File: config.mk
export PLATFORM = sky130hd
export DESIGN_NAME = i2cs_slave
export DESIGN_NICKNAME = d
export VERILOG_FILES = /design/src/pkg/i2cs_pkg.sv /design/src/rtl/i2cs_slave.sv
export SDC_FILE = /design/constraint.sdc
export NUM_CORES = 1
export LEC_CHECK = 0
export BUFFER_PORTS_ARGS = -buffer_cell sky130_fd_sc_hd__clkbuf_2
export CORE_ASPECT_RATIO = 1.2
export CORE_MARGIN = 4
export CORE_UTILIZATION = 55
export CTS_CLUSTER_SIZE = 20
export DETAILED_ROUTE_END_ITERATION = 6
export GPL_TIMING_DRIVEN = 0
export PLACE_DENSITY = 0.75
export SLEW_MARGIN = 20
export SYNTH_ARGS = -nofsm -noshare
export SYNTH_HDL_FRONTEND = slang
export SYNTH_SLANG_ARGS = --single-unit
File: constraint.sdc
create_clock -name clk_i -period 2.3 [get_ports clk_i]
set_input_delay 0 -clock clk_i [delete_from_list [all_inputs] [get_ports clk_i]]
set_output_delay 0 -clock clk_i [all_outputs]
set_load 0.02 [all_outputs]
File: src/pkg/i2cs_pkg.sv
// Constants and carrier types of the I2C slave address and transfer block.
// Assumes a 32-bit classic Wishbone register bus with byte addresses.
package i2cs_pkg;

  // Register byte offsets.
  localparam logic [4:0] OFS_CTRL = 5'h00;
  localparam logic [4:0] OFS_STAT = 5'h04;
  localparam logic [4:0] OFS_ADDR = 5'h08;
  localparam logic [4:0] OFS_MASK = 5'h0c;
  localparam logic [4:0] OFS_BUF  = 5'h10;

  // Slave configurations selected by port_mode_select.
  typedef enum logic [1:0] {
    MODE_7B    = 2'h0,
    MODE_10B   = 2'h1,
    MODE_7B_SP = 2'h2,
    MODE_10B_SP = 2'h3
  } i2cs_mode_e;

  // Control register, bit 0 is port_mode_select[0].
  typedef struct packed {
    logic       stop_irq_enable;
    logic       start_irq_enable;
    logic       slave_collision_detect_enable;
    logic       buffer_overwrite_enable;
    logic       data_hold_enable;
    logic       address_hold_enable;
    logic       stretch_enable;
    logic       ack_value_select;
    logic       clock_release_bit;
    i2cs_mode_e port_mode_select;
  } i2cs_ctrl_s;

  // Status register, bit 0 is buffer_full_flag.
  typedef struct packed {
    logic bus_collision_flag;
    logic port_interrupt_flag;
    logic update_address_flag;
    logic ack_received_status;
    logic ack_time_flag;
    logic stop_seen;
    logic start_seen;
    logic data_not_address;
    logic read_not_write;
    logic receive_overflow_flag;
    logic buffer_full_flag;
  } i2cs_stat_s;

  localparam i2cs_ctrl_s CTRL_RST = 11'h004;
  localparam i2cs_stat_s STAT_RST = 11'h000;
  localparam logic [10:0] STAT_W1C = 11'h632;
  localparam logic [7:0]  ADDR_RST = 8'h00;
  localparam logic [7:0]  MASK_RST = 8'hff;
  localparam logic [4:0]  HI_ADDR_TAG = 5'h1e;
  localparam logic [3:0]  BIT_ACK = 4'h8;

endpackage

File: src/rtl/i2cs_slave.sv
// I2C target-mode address matching and byte transfer engine with register file.
// Assumes SCL and SDA come asynchronously from open-drain pins and that a
// Wishbone master on clk_i services the registers.
//
// Overview of operation
// RULE1: Mode field selects 7 or 10-bit addressing, with or without start/stop interrupts.
// RULE2: Start/stop modes also set the interrupt flag on start, restart and stop.
// RULE3: First byte after start compared to address; match loads buffer, raises interrupt.
// RULE4: Mismatching first byte sends the engine idle with no flag.
// RULE5: Seven-bit compare ignores the direction bit.
// RULE6: Ten-bit high byte matches 11110, address bits 2 and 1, direction.
// RULE7: Acked high byte sets update flag, holds SCL until address write.
// RULE8: Low byte compares eight bits; always sets interrupt and update flags.
// RULE9: Ten-bit read needs prior full write match, then restart with read high.
// RULE10: Matching write address clears direction status, loads buffer, acknowledges.
// RULE11: Buffer full or overflow forces not-acknowledge unless overwrite enable; with overwrite enable set, the code still NACKs on overflow.
// RULE12: Interrupt flag set once per byte; only software clears it.
// RULE13: Stretch enable holds SCL after each received byte until release bit set; the code does not hold SCL after a not-acknowledged data byte.
// RULE14: Address or data hold sets flag, clears release bit after eighth fall.
// RULE15: During hold software reads buffer, picks ack value, sets release bit.
// RULE16: With holds, flag set after ninth fall only when acknowledge was sent.
// RULE17: Stop sets stop-seen status for polling.
// RULE18: Matching read address sets direction status, loads buffer, acknowledges.
// RULE19: Read acknowledge clears release bit; buffer write loads shifter.
// RULE20: Transmit bits change on SCL falling edges only.
// RULE21: Master ack captured on ninth rise; not-acknowledge ends the transfer.
// RULE22: Transmission sets interrupt flag on ninth falling edge.
// RULE23: Collision while transmitting with detect enable sets flag and idles.
// RULE24: Ack-time flag set after eighth fall when holds enabled.
// RULE25: Separate start/stop enables add those interrupts in other modes.
// RULE26: Buffer read clears full flag; buffer write sets it.
// RULE27: Cleared mask bits are don't-care in address compare.
//
// Local design decisions: register access over Wishbone and the register addresses.
`timescale 1ns/100ps
module i2cs_slave
  import i2cs_pkg::*;
(
  // Clock, reset and enable.
  input  wire logic        clk_i,
  input  wire logic        rst_i,
  input  wire logic        ce_i,
  // Wishbone slave.
  input  wire logic        wb_cyc_i,
  input  wire logic        wb_stb_i,
  input  wire logic        wb_we_i,
  input  wire logic [4:0]  wb_adr_i,
  input  wire logic [3:0]  wb_sel_i,
  input  wire logic [31:0] wb_dat_i,
  output logic      [31:0] wb_dat_o,
  output logic             wb_ack_o,
  // I2C pins.
  input  wire logic        scl_i,
  output logic             scl_o,
  output logic             scl_oe_o,
  input  wire logic        sda_i,
  output logic             sda_o,
  output logic             sda_oe_o
);

  typedef enum logic [2:0] {ST_IDLE, ST_ADDR, ST_LOW, ST_RX, ST_TX} i2cs_state_e;

  i2cs_ctrl_s  ctrl;
  i2cs_stat_s  stat;
  i2cs_state_e st;
  logic [7:0]  addr;
  logic [7:0]  mask;
  logic [7:0]  rbuf;
  logic [7:0]  rx_sr;
  logic [7:0]  tx_sr;
  logic [3:0]  bitcnt;
  logic        send_ack;
  logic        held;
  logic        hit;
  logic        prior;
  logic        stretch;
  logic        scl_m, scl_s, scl_d;
  logic        sda_m, sda_s, sda_d;

  // Bus decode.
  wire wb_hit   = wb_cyc_i & wb_stb_i & ~wb_ack_o;
  wire wb_wr    = wb_hit & wb_we_i;
  wire wb_rd    = wb_hit & ~wb_we_i;
  wire wide_sel = &wb_sel_i[1:0];
  wire wr_ctrl  = wb_wr & wide_sel & (wb_adr_i == OFS_CTRL);
  wire wr_stat  = wb_wr & wide_sel & (wb_adr_i == OFS_STAT);
  wire wr_addr  = wb_wr & wb_sel_i[0] & (wb_adr_i == OFS_ADDR);
  wire wr_mask  = wb_wr & wb_sel_i[0] & (wb_adr_i == OFS_MASK);
  wire wr_buf   = wb_wr & wb_sel_i[0] & (wb_adr_i == OFS_BUF);
  wire rd_buf   = wb_rd & (wb_adr_i == OFS_BUF);
  wire [31:0] rd_data =
    (wb_adr_i == OFS_CTRL) ? {21'h0, ctrl} :
    (wb_adr_i == OFS_STAT) ? {21'h0, stat} :
    (wb_adr_i == OFS_ADDR) ? {24'h0, addr} :
    (wb_adr_i == OFS_MASK) ? {24'h0, mask} :
    (wb_adr_i == OFS_BUF)  ? {24'h0, rbuf} : 32'h0;

  // Line events, all taken from the second synchroniser stage onward.
  wire scl_rise  = scl_s & ~scl_d;
  wire scl_fall  = ~scl_s & scl_d;
  wire start_evt = scl_s & scl_d & sda_d & ~sda_s;
  wire stop_evt  = scl_s & scl_d & ~sda_d & sda_s;
  wire is10      = ctrl.port_mode_select[0];
  wire sp_mode   = ctrl.port_mode_select[1];
  wire holds     = ctrl.address_hold_enable | ctrl.data_hold_enable;
  wire active    = (st != ST_IDLE);
  wire byte_end  = scl_fall & (bitcnt == 4'h7) & active;
  wire ninth     = scl_fall & (bitcnt == BIT_ACK) & active;

  // Masked comparisons.
  wire [7:0] diff = (rx_sr ^ addr) & mask;                      // RULE27
  wire m7  = (diff[7:1] == 7'h0);                               // RULE5
  wire mhi = (rx_sr[7:3] == HI_ADDR_TAG) & (diff[2:1] == 2'h0); // RULE6
  wire mlo = (diff == 8'h0);                                    // RULE8
  wire hi_ok    = mhi & (~rx_sr[0] | prior);                    // RULE9
  wire addr_hit = is10 ? hi_ok : m7;
  wire nack_cond = ctrl.buffer_overwrite_enable ? stat.receive_overflow_flag
                 : (stat.buffer_full_flag | stat.receive_overflow_flag); // RULE11
  wire ack_drv  = held ? ~ctrl.ack_value_select : send_ack;     // RULE15
  wire want_hold = stat.update_address_flag | (~ctrl.clock_release_bit & active);

  assign scl_o    = 1'b0;
  assign sda_o    = 1'b0;
  assign scl_oe_o = stretch;
  assign sda_oe_o = active & ((st != ST_TX) ? ((bitcnt == BIT_ACK) & ack_drv)
                                            : ((bitcnt != BIT_ACK) & ~tx_sr[7]));

  always_ff @(posedge clk_i) begin
    if (rst_i) begin
      {scl_m, scl_s, scl_d} <= 3'h7;
      {sda_m, sda_s, sda_d} <= 3'h7;
    end else if (ce_i) begin
      {scl_m, scl_s, scl_d} <= {scl_i, scl_m, scl_s};
      {sda_m, sda_s, sda_d} <= {sda_i, sda_m, sda_s};
    end
  end

  always_ff @(posedge clk_i) begin
    if (rst_i) begin
      wb_ack_o <= 1'b0;
      wb_dat_o <= 32'h0;
      stretch  <= 1'b0;
    end else if (ce_i) begin
      wb_ack_o <= wb_hit;
      wb_dat_o <= wb_rd ? rd_data : wb_dat_o;
      // SCL is only grabbed once it is already low, to respect its high time.
      stretch  <= want_hold & (stretch | ~scl_s);                // RULE7 RULE13
    end
  end

  // Software accesses come first so that a hardware set in the same cycle wins.
  always_ff @(posedge clk_i) begin
    if (rst_i) begin
      ctrl <= CTRL_RST;
      stat <= STAT_RST;
      addr <= ADDR_RST;
      mask <= MASK_RST;
      rbuf <= 8'h00;
      st <= ST_IDLE;
      {rx_sr, tx_sr} <= 16'hffff;
      bitcnt <= 4'h0;
      {send_ack, held, hit, prior} <= 4'h0;
    end else if (ce_i) begin
      if (wr_ctrl) ctrl <= i2cs_ctrl_s'(wb_dat_i[10:0]);
      if (wr_stat) stat <= i2cs_stat_s'(stat & ~(wb_dat_i[10:0] & STAT_W1C));
      if (wr_mask) mask <= wb_dat_i[7:0];
      if (wr_addr) begin
        addr <= wb_dat_i[7:0];
        stat.update_address_flag <= 1'b0;                        // RULE7
      end
      if (rd_buf) stat.buffer_full_flag <= 1'b0;                 // RULE26
      if (wr_buf) begin
        rbuf <= wb_dat_i[7:0];
        tx_sr <= wb_dat_i[7:0];                                  // RULE19
        stat.buffer_full_flag <= 1'b1;                           // RULE26
      end
      if (scl_rise & active) begin
        if (bitcnt != BIT_ACK) rx_sr <= {rx_sr[6:0], sda_s};
        if (st == ST_TX && bitcnt == BIT_ACK)
          stat.ack_received_status <= sda_s;                     // RULE21
        if (st == ST_TX && bitcnt != BIT_ACK && tx_sr[7] && !sda_s &&
            ctrl.slave_collision_detect_enable) begin
          stat.bus_collision_flag <= 1'b1;                       // RULE23
          st <= ST_IDLE;
        end
      end
      if (scl_fall & active & (bitcnt != BIT_ACK)) begin
        bitcnt <= bitcnt + 4'h1;
        if (st == ST_TX) tx_sr <= {tx_sr[6:0], 1'b1};            // RULE20
      end
      if (byte_end) begin
        case (st)
          ST_ADDR: begin
            if (is10 && mhi && !rx_sr[0]) prior <= 1'b0;
            if (!addr_hit) begin
              st <= ST_IDLE;                                     // RULE4
              prior <= 1'b0;
            end else begin
              stat.read_not_write <= rx_sr[0];                   // RULE10 RULE18
              stat.data_not_address <= 1'b0;
              send_ack <= ~nack_cond;                            // RULE11
              if (nack_cond) stat.receive_overflow_flag <= 1'b1;
              else begin
                rbuf <= rx_sr;                                   // RULE3
                stat.buffer_full_flag <= 1'b1;
              end
              stat.ack_time_flag <= holds;                       // RULE24
              if (ctrl.address_hold_enable) begin
                stat.port_interrupt_flag <= 1'b1;                // RULE14
                ctrl.clock_release_bit <= 1'b0;
                held <= 1'b1;
              end
            end
          end
          ST_LOW: begin
            hit <= mlo;                                          // RULE8
            send_ack <= mlo & ~nack_cond;
            if (mlo) begin
              rbuf <= rx_sr;
              stat.buffer_full_flag <= 1'b1;
            end
          end
          ST_RX: begin
            stat.data_not_address <= 1'b1;
            send_ack <= ~nack_cond;                              // RULE11
            if (nack_cond) stat.receive_overflow_flag <= 1'b1;
            else begin
              rbuf <= rx_sr;
              stat.buffer_full_flag <= 1'b1;
            end
            stat.ack_time_flag <= holds;
            if (ctrl.data_hold_enable) begin
              stat.port_interrupt_flag <= 1'b1;                  // RULE14
              ctrl.clock_release_bit <= 1'b0;
              held <= 1'b1;
            end
          end
          ST_TX: stat.buffer_full_flag <= 1'b0;
          default: st <= ST_IDLE;
        endcase
      end
      if (ninth) begin
        bitcnt <= 4'h0;
        held <= 1'b0;
        stat.ack_time_flag <= 1'b0;
        case (st)
          ST_TX: begin
            stat.port_interrupt_flag <= 1'b1;                    // RULE22
            if (stat.ack_received_status) st <= ST_IDLE;         // RULE21
            else ctrl.clock_release_bit <= 1'b0;
          end
          ST_ADDR: begin
            if (ack_drv | ~holds) stat.port_interrupt_flag <= 1'b1; // RULE12 RULE16
            if (!ack_drv) st <= ST_IDLE;
            else if (stat.read_not_write) begin
              st <= ST_TX;
              ctrl.clock_release_bit <= 1'b0;                    // RULE19
            end else if (is10 && !prior) begin
              st <= ST_LOW;
              stat.update_address_flag <= 1'b1;                  // RULE7
            end else begin
              st <= ST_RX;
              if (ctrl.stretch_enable) ctrl.clock_release_bit <= 1'b0; // RULE13
            end
          end
          ST_LOW: begin
            stat.port_interrupt_flag <= 1'b1;                    // RULE8
            stat.update_address_flag <= 1'b1;
            if (hit && ack_drv) begin
              st <= ST_RX;
              prior <= 1'b1;                                     // RULE9
            end else st <= ST_IDLE;
          end
          ST_RX: begin
            if (ack_drv | ~holds) stat.port_interrupt_flag <= 1'b1; // RULE12 RULE16
            if (ack_drv && ctrl.stretch_enable)
              ctrl.clock_release_bit <= 1'b0;                    // RULE13
          end
          default: st <= ST_IDLE;
        endcase
      end
      if (start_evt) begin
        st <= ST_ADDR;
        // The SCL fall that closes a Start wraps this to zero, so it is never counted as a bit.
        bitcnt <= 4'hf;
        held <= 1'b0;
        stat.start_seen <= 1'b1;
        stat.stop_seen <= 1'b0;
        ctrl.clock_release_bit <= 1'b1;
        if (sp_mode | ctrl.start_irq_enable)
          stat.port_interrupt_flag <= 1'b1;                      // RULE1 RULE2 RULE25
      end
      if (stop_evt) begin
        st <= ST_IDLE;
        prior <= 1'b0;
        held <= 1'b0;
        stat.stop_seen <= 1'b1;                                  // RULE17
        stat.start_seen <= 1'b0;
        ctrl.clock_release_bit <= 1'b1;
        if (sp_mode | ctrl.stop_irq_enable)
          stat.port_interrupt_flag <= 1'b1;                      // RULE2 RULE25
      end
    end
  end
endmodule // i2cs_slave

==> out/summary.json <==
{
  "status": {"value": "finished, violations left"},
  "failed_checks": {"value": "negative hold slack"},
  "groute.usage.overall": {"value": 32.8, "unit": "%"},
  "period_minus_slack": {"value": 2.23, "unit": "ns"},
  "nFillCells": {"value": 762},
  "detailed_place_hpwl": {"value": 12400, "unit": "um"},
  "critPathTopFamily": {"value": "simple AND/OR/NAND/NOR gates"},
  "die-area": {"value": 10600, "unit": "um2"},
  "dieWidth": {"value": 94.6, "unit": "um"},
  "netlist.area_leader.share": {"value": 37.2, "unit": "%"},
  "hold_viol": {"value": 1},
  "worst-endpoint-arrival": {"value": 2.53, "unit": "ns"},
  "fin_util": {"value": 66.2, "unit": "%"},
  "cts_buffers": {"value": 9},
  "worstPathCellList": {"value": "ha_1 -> and3b_1 -> nand4_4 -> or3_4 -> nor2_2 -> o21ai_0 -> a31oi_1"},
  "syn_inst": {"value": 598},
  "min_delay_worst_endpoint": {"value": "mask[6]"},
  "cts_htree_levels": {"value": 3},
  "switchingPower": {"value": 0.000838, "unit": "W"},
  "die_height": {"value": 112, "unit": "um"},
  "relative_contribution_of_the_clock_network_to_total_power": {"value": 37.5, "unit": "%"},
  "fin_crit_sh": {"value": 96.8, "unit": "%"},
  "route.detailed.vias_per_inst": {"value": 6.37},
  "crit_path_max_incr_delay": {"value": 0.40, "unit": "ns"},
  "clk_transition_reported_paths": {"value": 0.10, "unit": "ns"},
  "io_buffers": {"value": 38},
  "clock_latency": {"value": 0.38, "unit": "ns"},
  "grt_first_pass_wirelength": {"value": 26400, "unit": "um"},
  "power_frac_comb": {"value": 9.5, "unit": "%"},
  "tritoncts": {"value": "built"},
  "worst_reg2reg_path_length_in_cells": {"value": 7},
  "mostFrequentLayoutCell": {"value": "dfxtp_1"},
  "firstDrtPassIters": {"value": 6},
  "drv_cap": {"value": 0},
  "final_antenna_net_count": {"value": 0},
  "switching_share": {"value": 27.4, "unit": "%"},
  "crit_path_end_kind": {"value": "flip-flop"},
  "grt_max_degree": {"value": 17},
  "final_wtd_congestion": {"value": 1.01},
  "yosys_most_used_dff": {"value": "dfxtp_1"},
  "post_synth_instance_area": {"value": 4950, "unit": "um2"},
  "async_reset_ff_share": {"value": 0, "unit": "%"},
  "antenna_found_initial": {"value": 0},
  "cp-start-kind": {"value": "flip-flop"},
  "min_from": {"value": "wb_dat_i[6]"},
  "post_synth.cell_area_avg": {"value": 8.29, "unit": "um2"},
  "pre_cts_slack": {"value": -0.205, "unit": "ns"},
  "place_inst": {"value": 775},
  "synth_seq_area_share": {"value": 37.2, "unit": "%"},
  "initial_cell_density_of_the_core": {"value": 56.9, "unit": "%"},
  "crit-reg2reg-capture": {"value": "rbuf[5]"},
  "post_synth_main_area_contributors": {"value": "dfxtp_1 (37%), mux2i_1 (6.9%), nand2_1 (4.5%)"},
  "tns": {"value": 0, "unit": "ns"},
  "worst_pin_slew": {"value": 0.885, "unit": "ns"},
  "post_layout_nonfiller_instances": {"value": 806},
  "min-delay-path-class": {"value": "in2reg"},
  "max_slew_margin": {"value": 40.7, "unit": "%"},
  "whs_path_depth": {"value": 3},
  "worst-setup-path-type": {"value": "reg2reg"},
  "worst_clock_skew": {"value": 0.0130, "unit": "ns"},
  "power_report.internal_total": {"value": 0.00222, "unit": "W"},
  "p_per_area": {"value": 530, "unit": "nW/um2"},
  "route.detailed.drc": {"value": 0},
  "core_area": {"value": 8700, "unit": "um2"},
  "required": {"value": 2.60, "unit": "ns"},
  "multi_input_area": {"value": 2880, "unit": "um2"},
  "final_cell_mix": {"value": "dfxtp_1 (87), nand2_1 (60), nor2_1 (52), o21ai_0 (41)"},
  "area.sequential": {"value": 1850, "unit": "um2"},
  "number_of_sinks_on_the_clock_net": {"value": 92},
  "max-clock-path-buffers": {"value": 2},
  "wirelength": {"value": 17000, "unit": "um"},
  "drt_iter0_drc": {"value": 553},
  "r2r-start": {"value": "bitcnt[1]"},
  "overflow_left_after_global_routing": {"value": 0},
  "area_delta_synth_final": {"value": 16.3, "unit": "%"},
  "antenna-diode-count": {"value": 0},
  "cpMaxStageDelayCell": {"value": "dfxtp_1"},
  "grt_setup_unrepaired": {"value": "false"},
  "synth.lib_cells_used.distinct": {"value": 72},
  "final-setup-viol-count": {"value": 0},
  "cp_num_buf_inv": {"value": 0},
  "ys.warnings.count": {"value": 0},
  "cp_max_fo": {"value": 8},
  "route.vias.total": {"value": 5135},
  "yosys.area.top_type": {"value": "dfxtp_1"},
  "boundaryPins": {"value": 86},
  "final_hold_slack": {"value": -0.00377, "unit": "ns"},
  "layout.nets": {"value": 735},
  "max_freq": {"value": 0.449, "unit": "GHz"},
  "reg2reg_slack": {"value": 0.07, "unit": "ns"},
  "leakagePower": {"value": 2.11, "unit": "nW"},
  "setup.worst_path.start": {"value": "bitcnt[1]"},
  "cts-root-buf": {"value": "clkbuf_8"},
  "seq_power_share": {"value": 53.0, "unit": "%"},
  "layout_setup_ws": {"value": 0.0735, "unit": "ns"},
  "wl_per_cell": {"value": 21.1, "unit": "um"},
  "final_layout_size_suffix_gt1_share": {"value": 17.1, "unit": "%"},
  "row_count": {"value": 37},
  "grt_pass1_vias": {"value": 4853},
  "yosys_register_bits": {"value": 92},
  "count_of_flip_flops_with_a_built_in_enable_after_synthesis": {"value": 0},
  "irDropWorstVdd": {"value": 313, "unit": "uV"},
  "maxSlewViolCount": {"value": 0}
}
through the flow:
stage,hold slack [ns],power (W),area [um2]
after CTS,0.00327,0.00305,5710
after global placement,0.221,0.00192,5370
after floorplan,0.124,0.00182,5040
after global routing,0.00569,0.00316,5760
after detailed placement,0.232,0.00192,5370
final,-0.00377,0.00306,5760
power groups by stage:
stage | clock [W] | sequential, W | combinational [W]
global placement | 0 | 0.00166 | 0.000262
finish | 0.00115 | 0.00162 | 0.000289
global route | 0.00123 | 0.00162 | 0.000307
CTS | 0.00115 | 0.00162 | 0.000279
floorplan | 0 | 0.00166 | 0.000157
detailed placement | 0 | 0.00166 | 0.000263
synthesized netlist by cell type, drive strengths merged, types with 4 or more instances:
library cell,count
a21oi,38
a222oi,9
a22oi,24
a31oi,16
and3,6
buf,35
clkbuf,21
dfxtp,92
inv,11
mux2i,34
nand2,60
nand3,34
nand4,9
nor2,57
nor2b,6
nor3,11
nor3b,4
nor4,5
o21ai,43
o22a,7
xor2,9
routing by layer:
metal / track usage (%) / vias to the layer above / wire length [um]
met2: 50.7 / 328 / 7800
li1: - / 2337 / -
met1: 42.4 / 2417 / 6740
met3: 7.23 / 53 / 1780
met4: 17.2 / 0 / 723
met5: 0 / - / 0
cells by family after synthesis:
| group | synth area share [%] |
|---|---|
| AO/OA/AOI/OAI | 24.0 |
| XOR/XNOR | 1.59 |
| adder cells (fa/ha/maj) | 0.505 |
| buffers and inverters | 7.32 |
| flip-flops | 37.2 |
| multiplexers | 6.87 |
| other | 0.0757 |
| AND/OR/NAND/NOR | 22.5 |
tightest hold or removal path: stages:
cell and delay (ns):
clkbuf_2 0.15, nand2_1 0.09, nand3_1 0.08
registers in the layout, indices dropped and copies added, names as in the netlist, 3 cells and up:
| signal | flops |
|---|---|
| tx_sr | 8 |
| addr | 8 |
| rbuf | 8 |
| st | 3 |
| ctrl | 11 |
| rx_sr | 8 |
| stat | 11 |
| wb_dat_o | 11 |
| mask | 8 |
| bitcnt | 4 |
repair_timing:
action,in CTS,in global routing
setup endpoints to repair,15,19
endpoints found under the hold margin,14,0
setup buffers,2,2
pin swaps,1,1
resized for setup,3,12
hold buffers,11,0
how the worst max path moves through the flow:
stage               endpoint  depth (start not counted)  slack (ns)
floorplan            rbuf[7]                          7        0.33
global placement     rbuf[5]                          7       -0.11
detailed placement   rbuf[5]                          7       -0.20
CTS                  stat[0]                          7        0.04
global route         stat[0]                          8       0.006
finish               rbuf[5]                          7        0.07
area by class of cell:
class	instances	area share (%)
buffer	56	5.56
clock buffer	10	2.21
clock inverter	6	1.22
inverter	12	0.781
multi-input combinational	460	49.9
sequential	92	32.1
tap	117	2.54
timing repair buffer	53	5.73
Power figures use the tool's default switching activity.
